<file path="src/logic/clk_synth_pkg.sv">
`default_nettype none
package clk_synth_pkg;
    localparam int CFG_BYTES = 8;
    localparam int IDX_W = 3;
    localparam logic [6:0] SLAVE_ADDR = 7'h69;
    localparam logic [7:0] CFG_COUNT = 8'h08;
    localparam logic [3:0] BITS_PER_BYTE = 4'h8;
    localparam int DOUBLE_BYTE = 6;
    localparam int DOUBLE_BIT = 5;
    localparam int CMD_BYTE_BIT = 7;
    localparam int CLK_EN_FIRST = 2;
    localparam logic [7:0] CFG_DEFAULT [CFG_BYTES] = '{
        8'h40, 8'h70, 8'hff, 8'hff, 8'hff, 8'hff, 8'h00, 8'h00
    };
    localparam int PIN_SCL = 0;
    localparam int PIN_SDA = 1;
    localparam int PIN_RAIL = 2;
    localparam int PIN_LO = 3;
    localparam int PIN_HI = 4;
    localparam int PIN_MID = 5;
    localparam int PIN_COUNT = 6;

    typedef enum logic [2:0] {
        CPU_OFF = 3'b000,
        CPU_100 = 3'b001,
        CPU_133 = 3'b010,
        CPU_200 = 3'b011,
        CPU_266 = 3'b100,
        CPU_400 = 3'b101
    } cpu_freq_t;

    typedef enum logic [3:0] {
        ST_IDLE = 4'b0000,
        ST_ADDR = 4'b0001,
        ST_ADDR_ACK = 4'b0010,
        ST_CMD = 4'b0011,
        ST_CMD_ACK = 4'b0100,
        ST_WDATA = 4'b0101,
        ST_WDATA_ACK = 4'b0110,
        ST_RDATA = 4'b0111,
        ST_MACK = 4'b1000,
        ST_IGNORE = 4'b1001
    } slave_state_t;
endpackage
`default_nettype wire

</file>
<file path="src/logic/strap_if.sv">
`timescale 1ns/1ns
`default_nettype none
interface strap_if;
    logic captured;
    logic test_mode;
    logic lo;
    logic hi;
    modport latch (output captured, output test_mode, output lo, output hi);
    modport user (input captured, input test_mode, input lo, input hi);
endinterface
`default_nettype wire

</file>
<file path="src/logic/clk_synth_ctrl.sv">
`timescale 1ns/1ns
`default_nettype none
// Contract
// Capture both straps when rail-good samples low.
// Capture once; later rail and strap changes ignored.
// Mid high strap at capture enters test mode.
// Test mode: low strap gives ref/N, high Hi-Z.
// Test mode ends only with a power cycle.
// Straps 00/01/10 give 100/200/133 MHz.
// Byte 6 bit 5 doubles processor frequencies.
// Other outputs stay fixed for valid straps.
// Configuration bytes load defaults at power-up.
// Configuration bytes enable individual clock buffers.
// Controller changes registers only at initialization.
// Accept byte write, byte read, block write, read.
// Block bytes ascend, MSB first, stop anytime.
// Respond only to address byte 11010010.
// Command bit 7 picks byte; low bits offset.
// Block write: command, count, data, all acknowledged.
// Block read: restart, slave sends count and data.
// Byte write: command, one data byte, acknowledged.
// Byte read: restart, slave returns one byte.
// Foreign address gets no acknowledge, line released.
module clk_synth_ctrl (
    input wire logic clk_sys_i,
    input wire logic resetn_i,
    input wire logic cpu_rail_good_n_i,
    input wire logic freq_strap_lo_i,
    input wire logic freq_strap_hi_i,
    input wire logic freq_strap_hi_mid_i,
    input wire logic serial_clock_i,
    input wire logic serial_data_line_i,
    output logic serial_data_line_o,
    output logic serial_data_line_oe_o,
    output var clk_synth_pkg::cpu_freq_t cpu_freq_o,
    output logic fixed_clocks_on_o,
    output logic test_ref_div_o,
    output logic outputs_hiz_o,
    output logic [31:0] clock_enable_o,
    output logic strap_captured_o
);
    import clk_synth_pkg::*;

    logic rst_meta_q, rst_n;
    logic [PIN_COUNT-1:0] pin_meta_q, pin_sync_q;
    logic scl_prev_q, sda_prev_q;
    logic scl_s, sda_s, scl_rise, scl_fall, start_det, stop_det;

    slave_state_t state_q, state_d;
    logic [3:0] bit_q, bit_d;
    logic [7:0] shift_q, shift_d;
    logic [7:0] cmd_q, cmd_d;
    logic [6:0] idx_q, idx_d;
    logic count_pend_q, count_pend_d;
    logic read_q, read_d;
    logic oe_q, oe_d;
    logic [7:0] cfg_q [CFG_BYTES];
    logic [7:0] cfg_d [CFG_BYTES];
    logic byte_end, idx_ok, dbl;
    logic [7:0] rd_byte;

    cpu_freq_t cpu_q, cpu_d;
    logic fixed_q, fixed_d;
    logic refdiv_q, refdiv_d;
    logic hiz_q, hiz_d;
    logic [31:0] clk_en_q, clk_en_d;

    strap_if st ();

    // Reset is released through two flops so that no flop sees a runt release.
    always_ff @(posedge clk_sys_i or negedge resetn_i) begin
        if (!resetn_i) begin
            rst_meta_q <= 1'b0;
            rst_n <= 1'b0;
        end else begin
            rst_meta_q <= 1'b1;
            rst_n <= rst_meta_q;
        end
    end

    // Every pin is asynchronous to the system clock and passes two flops.
    always_ff @(posedge clk_sys_i or negedge rst_n) begin
        if (!rst_n) begin
            pin_meta_q <= 6'h3f;
            pin_sync_q <= 6'h3f;
            scl_prev_q <= 1'b1;
            sda_prev_q <= 1'b1;
        end else begin
            pin_meta_q <= {freq_strap_hi_mid_i, freq_strap_hi_i, freq_strap_lo_i,
                           cpu_rail_good_n_i, serial_data_line_i, serial_clock_i};
            pin_sync_q <= pin_meta_q;
            scl_prev_q <= pin_sync_q[PIN_SCL];
            sda_prev_q <= pin_sync_q[PIN_SDA];
        end
    end

    assign scl_s = pin_sync_q[PIN_SCL];
    assign sda_s = pin_sync_q[PIN_SDA];
    assign scl_rise = scl_s && !scl_prev_q;
    assign scl_fall = !scl_s && scl_prev_q;
    assign start_det = scl_s && scl_prev_q && !sda_s && sda_prev_q;
    assign stop_det = scl_s && scl_prev_q && sda_s && !sda_prev_q;

    strap_latch u_strap (
        .clk_i(clk_sys_i),
        .rst_n_i(rst_n),
        .rail_good_n_i(pin_sync_q[PIN_RAIL]),
        .lo_i(pin_sync_q[PIN_LO]),
        .hi_i(pin_sync_q[PIN_HI]),
        .hi_mid_i(pin_sync_q[PIN_MID]),
        .st(st.latch)
    );

    assign byte_end = scl_fall && (bit_q == BITS_PER_BYTE);
    assign idx_ok = idx_q < 7'(CFG_BYTES);

    // Byte zero shows the straps as latched; they cannot be written.
    always_comb begin
        rd_byte = 8'h00;
        if (count_pend_q && !cmd_q[CMD_BYTE_BIT]) begin
            rd_byte = CFG_COUNT;
        end else if (idx_ok) begin
            rd_byte = cfg_q[idx_q[IDX_W-1:0]];
            if (idx_q == 7'h00) begin
                rd_byte[1:0] = {st.hi, st.lo};
            end
        end
    end

    always_comb begin
        state_d = state_q;
        bit_d = bit_q;
        shift_d = shift_q;
        cmd_d = cmd_q;
        idx_d = idx_q;
        count_pend_d = count_pend_q;
        read_d = read_q;
        oe_d = oe_q;
        cfg_d = cfg_q;
        if ((state_q == ST_ADDR || state_q == ST_CMD || state_q == ST_WDATA) && scl_rise) begin
            shift_d = {shift_q[6:0], sda_s};
            bit_d = bit_q + 4'h1;
        end
        if (start_det) begin
            state_d = ST_ADDR;
            bit_d = 4'h0;
            oe_d = 1'b0;
        end else if (stop_det) begin
            state_d = ST_IDLE;
            oe_d = 1'b0;
        end else begin
            case (state_q)
                ST_IDLE: begin
                    state_d = ST_IDLE;
                end
                ST_ADDR: begin
                    if (byte_end) begin
                        bit_d = 4'h0;
                        if (shift_q[7:1] == SLAVE_ADDR) begin
                            oe_d = 1'b1;
                            read_d = shift_q[0];
                            state_d = ST_ADDR_ACK;
                        end else begin
                            state_d = ST_IGNORE;
                        end
                    end
                end
                ST_ADDR_ACK: begin
                    if (scl_fall) begin
                        if (read_q) begin
                            state_d = ST_RDATA;
                            shift_d = rd_byte;
                            oe_d = ~rd_byte[7];
                            if (count_pend_q) begin
                                count_pend_d = 1'b0;
                            end else if (!cmd_q[CMD_BYTE_BIT]) begin
                                idx_d = idx_q + 7'h01;
                            end
                        end else begin
                            state_d = ST_CMD;
                            oe_d = 1'b0;
                        end
                    end
                end
                ST_CMD: begin
                    if (byte_end) begin
                        bit_d = 4'h0;
                        oe_d = 1'b1;
                        cmd_d = shift_q;
                        state_d = ST_CMD_ACK;
                        if (shift_q[CMD_BYTE_BIT]) begin
                            idx_d = shift_q[6:0];
                            count_pend_d = 1'b0;
                        end else begin
                            idx_d = 7'h00;
                            count_pend_d = 1'b1;
                        end
                    end
                end
                ST_CMD_ACK, ST_WDATA_ACK: begin
                    if (scl_fall) begin
                        oe_d = 1'b0;
                        state_d = ST_WDATA;
                    end
                end
                ST_WDATA: begin
                    if (byte_end) begin
                        bit_d = 4'h0;
                        oe_d = 1'b1;
                        state_d = ST_WDATA_ACK;
                        if (cmd_q[CMD_BYTE_BIT]) begin
                            if (idx_ok) begin
                                cfg_d[idx_q[IDX_W-1:0]] = shift_q;
                            end
                        end else if (count_pend_q) begin
                            count_pend_d = 1'b0;
                        end else begin
                            if (idx_ok) begin
                                cfg_d[idx_q[IDX_W-1:0]] = shift_q;
                            end
                            idx_d = idx_q + 7'h01;
                        end
                    end
                end
                ST_RDATA: begin
                    if (scl_rise) begin
                        bit_d = bit_q + 4'h1;
                    end else if (scl_fall) begin
                        if (bit_q == BITS_PER_BYTE) begin
                            bit_d = 4'h0;
                            oe_d = 1'b0;
                            state_d = ST_MACK;
                        end else begin
                            shift_d = {shift_q[6:0], 1'b0};
                            oe_d = ~shift_q[6];
                        end
                    end
                end
                ST_MACK: begin
                    // A not-acknowledge ends the read; the controller may stop at any byte.
                    if (scl_rise && sda_s) begin
                        state_d = ST_IGNORE;
                    end else if (scl_fall) begin
                        state_d = ST_RDATA;
                        shift_d = rd_byte;
                        oe_d = ~rd_byte[7];
                        if (count_pend_q) begin
                            count_pend_d = 1'b0;
                        end else if (!cmd_q[CMD_BYTE_BIT]) begin
                            idx_d = idx_q + 7'h01;
                        end
                    end
                end
                ST_IGNORE: begin
                    oe_d = 1'b0;
                end
                default: begin
                    state_d = ST_IDLE;
                    oe_d = 1'b0;
                end
            endcase
        end
    end

    always_ff @(posedge clk_sys_i or negedge rst_n) begin
        if (!rst_n) begin
            state_q <= ST_IDLE;
            bit_q <= 4'h0;
            shift_q <= 8'h00;
            cmd_q <= 8'h00;
            idx_q <= 7'h00;
            count_pend_q <= 1'b0;
            read_q <= 1'b0;
            oe_q <= 1'b0;
            for (int i = 0; i < CFG_BYTES; i++) begin
                cfg_q[i] <= CFG_DEFAULT[i];
            end
        end else begin
            state_q <= state_d;
            bit_q <= bit_d;
            shift_q <= shift_d;
            cmd_q <= cmd_d;
            idx_q <= idx_d;
            count_pend_q <= count_pend_d;
            read_q <= read_d;
            oe_q <= oe_d;
            cfg_q <= cfg_d;
        end
    end

    assign dbl = cfg_q[DOUBLE_BYTE][DOUBLE_BIT];

    // The strap inputs are synchronised and the outputs registered, so the test-mode outputs follow the low strap three clocks late.
    always_comb begin
        cpu_d = CPU_OFF;
        if (st.captured && !st.test_mode) begin
            case ({st.lo, st.hi})
                2'h0: cpu_d = dbl ? CPU_200 : CPU_100;
                2'h1: cpu_d = dbl ? CPU_400 : CPU_200;
                2'h2: cpu_d = dbl ? CPU_266 : CPU_133;
                default: cpu_d = CPU_OFF;
            endcase
        end
        fixed_d = st.captured && !st.test_mode && !(st.lo && st.hi);
        refdiv_d = st.test_mode && !pin_sync_q[PIN_LO];
        hiz_d = st.test_mode && pin_sync_q[PIN_LO];
        clk_en_d = {cfg_q[CLK_EN_FIRST+3], cfg_q[CLK_EN_FIRST+2],
                    cfg_q[CLK_EN_FIRST+1], cfg_q[CLK_EN_FIRST]};
    end

    always_ff @(posedge clk_sys_i or negedge rst_n) begin
        if (!rst_n) begin
            cpu_q <= CPU_OFF;
            fixed_q <= 1'b0;
            refdiv_q <= 1'b0;
            hiz_q <= 1'b0;
            clk_en_q <= 32'h00000000;
        end else begin
            cpu_q <= cpu_d;
            fixed_q <= fixed_d;
            refdiv_q <= refdiv_d;
            hiz_q <= hiz_d;
            clk_en_q <= clk_en_d;
        end
    end

    assign serial_data_line_o = 1'b0;
    assign serial_data_line_oe_o = oe_q;
    assign cpu_freq_o = cpu_q;
    assign fixed_clocks_on_o = fixed_q;
    assign test_ref_div_o = refdiv_q;
    assign outputs_hiz_o = hiz_q;
    assign clock_enable_o = clk_en_q;
    assign strap_captured_o = st.captured;
endmodule // clk_synth_ctrl
`default_nettype wire

</file>
<file path="src/logic/strap_latch.sv">
`timescale 1ns/1ns
`default_nettype none
module strap_latch (
    input wire logic clk_i,
    input wire logic rst_n_i,
    input wire logic rail_good_n_i,
    input wire logic lo_i,
    input wire logic hi_i,
    input wire logic hi_mid_i,
    strap_if.latch st
);
    logic captured_q, captured_d;
    logic test_q, test_d;
    logic lo_q, lo_d;
    logic hi_q, hi_d;

    // Only the first low sample counts; afterwards every strap edge is ignored.
    always_comb begin
        captured_d = captured_q;
        test_d = test_q;
        lo_d = lo_q;
        hi_d = hi_q;
        if (!captured_q && !rail_good_n_i) begin
            captured_d = 1'b1;
            lo_d = lo_i;
            hi_d = hi_i;
            test_d = hi_mid_i;
        end
    end

    // Test mode is left only by reset, which stands for a power cycle.
    always_ff @(posedge clk_i or negedge rst_n_i) begin
        if (!rst_n_i) begin
            captured_q <= 1'b0;
            test_q <= 1'b0;
            lo_q <= 1'b0;
            hi_q <= 1'b0;
        end else begin
            captured_q <= captured_d;
            test_q <= test_d;
            lo_q <= lo_d;
            hi_q <= hi_d;
        end
    end

    assign st.captured = captured_q;
    assign st.test_mode = test_q;
    assign st.lo = lo_q;
    assign st.hi = hi_q;
endmodule // strap_latch
`default_nettype wire

</file>
<file path="config.mk">
export PLATFORM = sky130hd
export DESIGN_NAME = clk_synth_ctrl
export DESIGN_NICKNAME = d
export VERILOG_FILES = /design/src/logic/clk_synth_pkg.sv /design/src/logic/strap_if.sv /design/src/logic/clk_synth_ctrl.sv /design/src/logic/strap_latch.sv
export SDC_FILE = /design/constraint.sdc
export NUM_CORES = 1
export LEC_CHECK = 0
export BUFFER_PORTS_ARGS = -buffer_cell sky130_fd_sc_hd__buf_2
export CORE_AREA = 2 2 115 117
export CTS_CLUSTER_DIAMETER = 150
export DETAILED_ROUTE_END_ITERATION = 7
export DIE_AREA = 0 0 117 119
export PLACE_DENSITY = 0.77
export SYNTH_ARGS = -nofsm -noshare
export SYNTH_HDL_FRONTEND = slang
export SYNTH_SLANG_ARGS = --single-unit
</file>
<file path="constraint.sdc">
create_clock -name clk_sys_i -period 4.6 [get_ports clk_sys_i]
set_clock_uncertainty 0.05 [all_clocks]
set_input_delay 0.92 -clock clk_sys_i [delete_from_list [all_inputs] [get_ports clk_sys_i]]
set_output_delay 0.92 -clock clk_sys_i [all_outputs]
set_load 0.01 [all_outputs]
</file>
; ---- Word-level counts from Yosys, hierarchy flattened
; Index checks and enable logic that the tools add are counted.
; Widths: inputs -> output; s select.
[classes]
magnitude_cmp = 3
mux = 85
reduce_logical = 44
bitwise = 5
n_eq_ne = 37
addsub = 2
[op_table]
columns = op, count
row1 = $mux 64, 3
row2 = $mux 8, 15
row3 = $mux 4, 20
row4 = $mux 7, 11
row5 = $bwmux 64, 1
row6 = $ne 4x4->1 const B, 10
row7 = $pmux 4 s8, 1
row8 = $reduce_and 10->1, 3
row9 = $pmux 7 s4, 1
row10 = $bmux 8 s3, 1
row11 = $demux 8 s3, 1
row12 = $pmux 8 s3, 1
row13 = $mux 1, 20
row14 = $logic_and 1x1->1, 18
row15 = $ne 2x2->1 const B, 9
row16 = $eq 4x3->1 const B, 4
row17 = $eq 4x4->1 const B, 3
row18 = $mux 3, 4
row19 = $reduce_and 11->1, 1
row20 = $logic_not 1->1, 10
row21 = $reduce_and 5->1, 2
row22 = $pmux 3 s3, 1
row23 = $eq 4x2->1 const B, 2
row24 = $pmux 4 s2, 1
row25 = other kinds (26), 33
[totals]
in_bits = 8
word_cells = 207
out_inout_bits = 41
regBits = 156

; ---- Depth between registers and ports, before layout
; Gate-level depths: netlist of the first run.
[depth]
ltp_word = 13
ltp_mapped = 9
ltp_nobuf = 7

; ---- Hierarchy
; From an unflattened synthesis of the first run, not the netlist that was laid out.
[hier_totals]
cells_unflattened = 549
area_unflattened_um2 = 6746.5
[modules_own_cells]
columns = module, seq_area_each_um2, cells_each, instances, area_each_um2
row1 = clk_synth_ctrl, 3691.0, 540, 1, 6598.8
row2 = strap_latch, 100.1, 9, 1, 147.6

; ---- Worst setup path before layout of the first run
; No wires, ideal clock.
[synth_timing]
kind = flip-flop to flip-flop
from = reg bit_q[0]
to = reg cfg_q[48] (netlist name)
path_buffers = 1
slack_ps = 2371
arrival_ps = 2055
synth_period_minus_slack_ps = 2229
path_stages_with_launch = 9
setup_ps = 125
required_time_ps = 4425
cell_sequence = dfrtp_1 -> inv_1 -> ha_1 -> and3b_1 -> buf_2 -> nand2_1 -> nor3_4 -> nor4b_4 -> mux2_2
[synth_via]
elab_chain_cells = 3
[synth_lines]
columns = item, line_no
row1 = from (decl), clk_synth_ctrl.sv:50  ; logic [3:0] bit_q, bit_d;
row2 = from (signal assigned), clk_synth_ctrl.sv:280  ; bit_q <= bit_d;
row3 = $eq 4x4->1, clk_synth_ctrl.sv:114  ; assign byte_end = scl_fall && (bit_q == BITS_PER_BYTE);
row4 = $logic_and 1x1->1, clk_synth_ctrl.sv:114
row5 = $reduce_and 5->1 (no source line), -
row6 = "to (signal, indexed assignment)", clk_synth_ctrl.sv:276  ; cfg_q[i] <= CFG_DEFAULT[i];
row7 = to (signal assigned), clk_synth_ctrl.sv:287  ; cfg_q <= cfg_d;
row8 = to (decl), clk_synth_ctrl.sv:57  ; logic [7:0] cfg_q [CFG_BYTES];
; Every way passes these cells.
; A chain may end at the register's enable or synchronous reset.

; ---- Worst setup path in the final report of the first run
[layout_timing]
from = reg scl_prev_q
to = reg idx_q[4]
[layout_via]
elab_chain_cells = 5
word_cells_on_any_way = 18
cone_classes = eq/ne: 5 / bitwise: 2 / reduce/logical: 11
[layout_lines]
columns = item, line_no
row1 = from (decl), clk_synth_ctrl.sv:46  ; logic scl_prev_q, sda_prev_q;
row2 = from (signal assigned), clk_synth_ctrl.sv:92  ; scl_prev_q <= pin_sync_q[PIN_SCL];
row3 = $logic_not 1->1 / $logic_and 1x1->1 (equally long branches), "clk_synth_ctrl.sv:99, clk_synth_ctrl.sv:101, clk_synth_ctrl.sv:102"
row4 = "$logic_and 1x1->1, on equally long branches", "clk_synth_ctrl.sv:99, clk_synth_ctrl.sv:101, clk_synth_ctrl.sv:102"
row5 = "$logic_and 1x1->1, on equally long branches", "clk_synth_ctrl.sv:241, clk_synth_ctrl.sv:101, clk_synth_ctrl.sv:102"
row6 = $ne 2x2->1 (no source line) / $not 1->1 (equally long branches), -
row7 = $reduce_and 11->1 (no source line) *, -
row8 = to (signal assigned), clk_synth_ctrl.sv:283  ; idx_q <= idx_d;
row9 = to (decl), clk_synth_ctrl.sv:53  ; logic [6:0] idx_q, idx_d;
; Mark *: on every way between the ends. The rest lies on a longest branch, timed or not.

==> summary.txt, run 1 <==
Outcome
  • Status: complete, no violations

Clocking
  • CTS max path bufs: 2
  • H-tree level count: 4
  • CTS Hold Buffers Added: 0
  • CTS tree: yes
  • Clk Latency, worst-skew pair: 0.42 ns
  • Total clock sinks: 149
  • CTS buffer count: 17
  • CTS clk-pin slew, worst paths: 0.06 ns
  • Setup bufs post-CTS: 0
  • Quantity of gates resized following cts: 0
  • Root buffer selected by CTS: clkbuf_16

Detailed routing
  • Routed WL: 14900 um
  • Drt drc: 0
  • Post-DRT Antenna Nets: 0
  • Via count: 4545
  • Mean routed wirelength per cell: 20.0 um
  • First-pass detailed-route iteration total: 5
  • Initial DRC count: 329
  • Vias per cell: 6.09

Cells and area
  • Layout cell share with drive strength beyond 1: 38.6%
  • Fill cells: 980
  • Non-filler cells, final: 746
  • Syn-to-layout area delta: 13.8%
  • Area of the multi-input gates: 2700 sq um
  • Register area: 3790 sq um
  • Diode count: 0
  • Nets: 569

Placement
  • Port bufs: 47
  • Placed Cells incl. Taps: 714
  • Post-DP HPWL: 9620 um
  • Pre-CTS WS: 1.78 ns
  • Global placer's final weighted congestion: 0.961

Run
  • Max cap viols: 0

Synthesis
  • Synth top area share: 37.0%
  • Distinct cells, synth: 68
  • Post-Syn Area: 6690 sq um
  • Post-Syn Instances: 524
  • Ys Warns: 0
  • Most used DFF post-synth: dfrtp_1
  • Cell taking the most area after synthesis: dfrtp_1
  • Synth area leaders: dfrtp_1 37%, dfstp_2 20%, mux2_2 12%
  • Seq/Total Area, Yosys: 56.7%
  • Syn nets: 536
  • Avg Cell Area, Syn: 12.8 sq um
  • Seq cells post-synth: 149
  • EDFF count, synth: 0
  • Post-synth ARST share: 100%

Critical path
  • WS Path Type: reg2reg
  • Arrival time at the worst endpoint: 3.19 ns
  • Worst reg-to-reg path cell count: 5
  • First element of the critical path: scl_prev_q
  • FF-to-FF Start: scl_prev_q
  • Crit path required time: 4.83 ns
  • CP Launch Type: register
  • CP cell instances: nor2b_1 -> nor2_1 -> nor3_1 -> and2_0 -> a31oi_1
  • Slowest cell on crit path: nor3_1
  • Worst Setup End Kind: register
  • RR Endpoint: idx_q[4]
  • Worst Path Max Fanout: 12
  • Critical path destination: idx_q[4]
  • Slowest Stage Delay on Critical Path: 0.80 ns
  • Reg2Reg Setup Slack: 1.64 ns

Floorplanning
  • Die W: 117 um
  • DIE AREA: 13900 sq um
  • Boundary pin count: 49
  • Die Y: 119 um
  • Initial Utilization: 52.0%
  • Row Count: 42
  • CORE AREA: 12900 sq um

Pwr
  • P per Cell Area: 504 nW/um^2
  • Lkg Pwr: 3.47 nW
  • Maximum vdd drop: 318 uV
  • Total design power: 0.00384 W

Timing
  • Fin Hold WS: 0.222 ns
  • Final setup violation count: 0
  • Final Hold Viols: 0
  • Slew Viols, Final: 0
  • RSZ-0062 raised after global routing: no
  • Setup ws final: 1.64 ns
  • F_max: 338 MHz
  • Final period util: 64.3%
  • Worst-Margin Slew: 1.22 ns
  • Worst slew margin: 17.8%
  • Setup total negative slack: 0 ns
  • Minimum clock period: 2.96 ns

GRT
  • Initial antenna violation count: 0
  • Overall routing resource usage: 22.6%
  • First-pass GRT wire length: 24000 um
  • Grt ovf: 0
  • Pin count of the biggest net entering global routing: 65
  • Vias in the first global route: 4634

Min path
  • Worst hold path type: in2async
==> routing by layer <==
layer  track usage (%)  share of wire, %  up-vias
met4              7.50               1.8        0
met2              36.7                51      173
met5                 0                 0        -
li1                  -                 -     1997
met3              4.89               5.2       33
met1              30.4                42     2342
==> cells in the mapped netlist (all sizes together) (3+ instances only) <==
cell     instances
a211oi           3
nor3             9
nand4            8
mux2i           11
nand3           11
a21o             3
a21oi           16
inv              9
a31oi           17
o21ai           14
ha               4
and3             5
nand2b           8
nor2            21
dfstp           50
mux4            11
clkbuf          20
and2             4
nor2b            3
dfrtp           99
a32o             3
buf             17
o211ai           4
a2111oi          3
nor3b            3
xor2             5
a221o            6
mux2            73
nand2           31
and3b            5
or3              3
xnor2            3
nand3b           6
==> worst max-delay path: cells and delay by family, from the launching register on <==
family / cells / cell delay (ns)
compound gates: 1 / 0.15
flops: 1 / 0.61
simple gates: 4 / 2.01
==> report_power, final <==
part	switching [W]	internal, W
Sequential	0.000272	0.00141
Combinational	0.000446	0.000319
Clock	0.000512	0.000882
==> how the worst min path moves through the flow <==
stage | from | end | slack (ns) | depth (start not counted)
global route | resetn_i | rst_meta_q | 0.22 | 1
detailed placement | rst_meta_q | rst_n | 0.29 | 0
CTS | resetn_i | rst_n | 0.21 | 1
floorplan | rst_meta_q | rst_n | 0.28 | 0
finish | resetn_i | rst_n | 0.22 | 1
global placement | rst_meta_q | rst_n | 0.29 | 0
==> registers in the layout, summed over array words and instances, names as in the netlist, 4 cells and up <==
name and count:
shift_q 8, bit_q 4, cfg_q 64, pin_sync_q 6, idx_q 7, pin_meta_q 6, clock_enable_o 32, state_q 4
==> cell families after synthesis <==
group,share of synthesized area (%)
flops,56.7
buf+inv,2.95
simple gates,11.4
other cells,0.112
xor+xnor,1.05
mux,17.6
fa+ha+maj,0.748
compound gates,9.43
==> final cells by class <==
cell class | count | share of cell area, %
well taps | 176 | 2.89
clock inverters | 8 | 1.63
inverters | 10 | 0.493
flip-flops and latches | 149 | 49.8
repair buffers | 51 | 3.48
clock buffers | 24 | 6.19
multi-input cells | 328 | 35.5
==> cell usage in the layout, fill, tap and decap left out, types with 5 or more instances in the layout <==
cell       count
mux2_2        72
and3_1         5
nand2b_1       8
nand3b_1       6
and3b_1        5
nand2_1       31
inv_1          9
mux4_2        11
a221o_1        6
clkbuf_16     17
mux2i_1       11
xor2_1         5
clkbuf_1       5
a31oi_1       17
a21oi_1       16
nand4_1        8
nand3_1       11
buf_2         47
dfrtp_1       98
nor3_1         8
o21ai_0       14
dfstp_2       50
nor2_1        21
==> stage by stage <==
stage               util [%]  area (sq um)
global placement        54.5          7020
finish                  59.1          7610
detailed placement      54.5          7020
global route            59.1          7610
CTS                     59.1          7610
floorplan                  -          6690
(Power assumes the default switching activity.)
==> run 2: changes to the inputs <==
- CORE_AREA: 2 2 115 117 -> 2 2 109 111
- DIE_AREA: 0 0 117 119 -> 0 0 111 113
- PLACE_DENSITY: 0.77 -> 0.81
- clock period: 4.6 -> 2.91 ns (I/O delays scaled with it)
==> summary.txt, run 2 (synthesis results as in run 1) <==
Cells and area
  • Largest register FFs: 64 (unchanged)
  • Layout cell share with drive strength beyond 1: 41.4% (was 38.6%)
  • Nets: 589 (was 569)
  • Syn-to-layout area delta: 16.6% (was 13.8%)
  • Top reg by flops: cfg_q (unchanged)
  • Final core utilization: 69.2% (was 59.1%)
  • Most frequent cells in the layout: 98 x dfrtp_1, 72 x mux2_2, 50 x dfstp_2, 47 x buf_2, 31 x nand2_1 (unchanged)
  • Commonest non-fill, non-tap cell in the layout: dfrtp_1 (unchanged)
  • Diode count: 0 (unchanged)

Detailed routing
  • Post-DRT Antenna Nets: 0 (unchanged)
  • Initial DRC count: 451 (was 329)
  • Routed WL: 15200 um (was 14900 um)
  • Vias per cell: 6.28 (was 6.09)
  • Mean routed wirelength per cell: 20.7 um (was 20.0 um)
  • Drt drc: 0 (unchanged)
  • First-pass detailed-route iteration total: 5 (unchanged)
  • Via count: 4600 (was 4545)

Min path
  • Cell depth of the worst hold path: 1
  • Worst Hold End: pin_meta_q[1]
  • Worst hold path type: in2reg (was in2async)
  • Hold Crit Start: serial_data_line_i

Placement
  • Global placer's final weighted congestion: 0.942 (was 0.961)
  • Post-DP HPWL: 9990 um (was 9620 um)
  • Port bufs: 47 (unchanged)

GRT
  • Grt ovf: 0 (unchanged)
  • Vias in the first global route: 4740 (was 4634)
  • Met3 Use GR: 4.93% (was 4.89%)
  • Initial antenna violation count: 0 (unchanged)
  • Met2 Track Usage GR: 41.8% (was 36.7%)
  • Met1 Resource Use GR: 34.1% (was 30.4%)
  • Overall routing resource usage: 25.8% (was 22.6%)
  • First-pass GRT wire length: 25200 um (was 24000 um)
  • GRT busiest layer: met2 (unchanged)
  • Pin count of the biggest net entering global routing: 60 (was 65)

Critical path
  • Slowest cell on crit path: dfrtp_1 (was nor3_1)
  • FF-to-FF Start: state_q[3] (was scl_prev_q)
  • CP cell instances: or4b_1 -> nor2_1 -> a221oi_1 -> o21ai_0 -> mux2_2 (was nor2b_1 -> nor2_1 -> nor3_1 -> and2_0 -> a31oi_1)
  • Reg2Reg Setup Slack: 0.41 ns (was 1.64 ns)
  • Worst path top cell family by delay: simple AND/OR/NAND/NOR gates (unchanged)
  • Buf/Inv on CP: 0 (unchanged)
  • CP Launch Type: register (unchanged)
  • Worst Path Max Fanout: 17 (was 12)
  • RR Endpoint: state_q[3] (was idx_q[4])
  • WS Path Type: reg2reg (unchanged)
  • Arrival time at the worst endpoint: 2.76 ns (was 3.19 ns)
  • Worst reg-to-reg path cell count: 5 (unchanged)
  • Slowest Stage Delay on Critical Path: 0.68 ns (was 0.80 ns)
  • Worst Setup End Kind: register (unchanged)
  • Crit path required time: 3.17 ns (was 4.83 ns)

Timing
  • Setup total negative slack: 0 ns (unchanged)
  • RSZ-0062 raised after global routing: no (unchanged)
  • Worst-Margin Slew: 0.861 ns (was 1.22 ns)
  • Final setup violation count: 0 (unchanged)
  • Fin Hold WS: 0.208 ns (was 0.222 ns)
  • Final period util: 86.1% (was 64.3%)
  • Worst slew margin: 41.9% (was 17.8%)
  • F_max: 399 MHz (was 338 MHz)
  • Slew Viols, Final: 0 (unchanged)
  • Minimum clock period: 2.50 ns (was 2.96 ns)
  • Final Hold Viols: 0 (unchanged)

Clocking
  • Total clock sinks: 149 (unchanged)
  • Clk Latency, worst-skew pair: 0.42 ns (about the same)
  • Quantity of gates resized following cts: 0 (unchanged)
  • CTS Hold Buffers Added: 1 (was 0)
  • H-tree level count: 4 (unchanged)
  • Root buffer selected by CTS: clkbuf_16 (unchanged)
  • CTS max path bufs: 2 (unchanged)
  • CTS tree: yes (unchanged)
  • CTS clk-pin slew, worst paths: 0.06 ns (about the same)
  • Setup bufs post-CTS: 0 (unchanged)
  • CTS buffer count: 17 (unchanged)

Floorplanning
  • Die W: 111 um (was 117 um)
  • Boundary pin count: 49 (unchanged)
  • Die Y: 113 um (was 119 um)
  • DIE AREA: 12500 sq um (was 13900 sq um)
  • CORE AREA: 11300 sq um (was 12900 sq um)
  • Initial Utilization: 59.4% (was 52.0%)
  • Row Count: 39 (was 42)

Pwr
  • Maximum vdd drop: 540 uV (was 318 uV)
  • Lkg Pwr: 3.61 nW (was 3.47 nW)
  • P per Cell Area: 803 nW/um^2 (was 504 nW/um^2)

Run
  • Max cap viols: 0 (unchanged)

Outcome
  • Status: complete, no violations (unchanged)
==> run 2: how the worst max path moves through the flow <==
| stage | startpoint | end | slack (ns) | depth (start not counted) |
|---|---|---|---|---|
| after floorplan | rst_n | bit_q[0] | 0.44 | 0 |
| after global placement | bit_q[0] | cfg_q[55] | 0.57 | 7 |
| after detailed placement | bit_q[0] | cfg_q[50] | 0.46 | 7 |
| after CTS | bit_q[0] | cfg_q[50] | 0.42 | 7 |
| after global routing | bit_q[0] | cfg_q[50] | 0.23 | 7 |
| final | state_q[3] | state_q[3] | 0.41 | 5 |
==> run 2: layout make-up <==
| cell class | count | area [sq um] |
|---|---|---|
| repair buffers | 71 | 455 |
| clock buffers | 20 | 467 |
| well taps | 143 | 179 |
| fillers | 728 | 3470 |
| inverters | 10 | 37.5 |
| clock inverters | 12 | 164 |
| flip-flops and latches | 149 | 3790 |
| multi-input cells | 328 | 2700 |
==> run 2: where the power goes <==
part	switching (W)	leakage [nW]	internal [W]
sequential	0.000349	1.86	0.00223
combinational	0.000792	1.44	0.000586
clock	0.000879	0.308	0.00143
total	0.00202	3.61	0.00424
==> run 2: per-stage QoR <==
stage / area, sq um / total power [W] / setup slack (ns) / std cells
4_1_cts: 7800 / 0.00625 / 0.421 / 733
2_1_floorplan: 6690 / 0.00351 / 0.436 / 524
6_report: 7800 / 0.00626 / 0.405 / 733
3_5_place_dp: 7160 / 0.00393 / 0.463 / 700
3_3_place_gp: 7160 / 0.00388 / 0.574 / 700
5_1_grt: 7800 / 0.00654 / 0.234 / 733
==> run 2: layer usage <==
| layer | wire length [um] | part of all wire (%) |
|---|---|---|
| met2 | 7500 | 49 |
| met3 | 868 | 5.7 |
| met4 | 546 | 3.6 |
| met5 | 0 | 0 |
| met1 | 6260 | 41 |
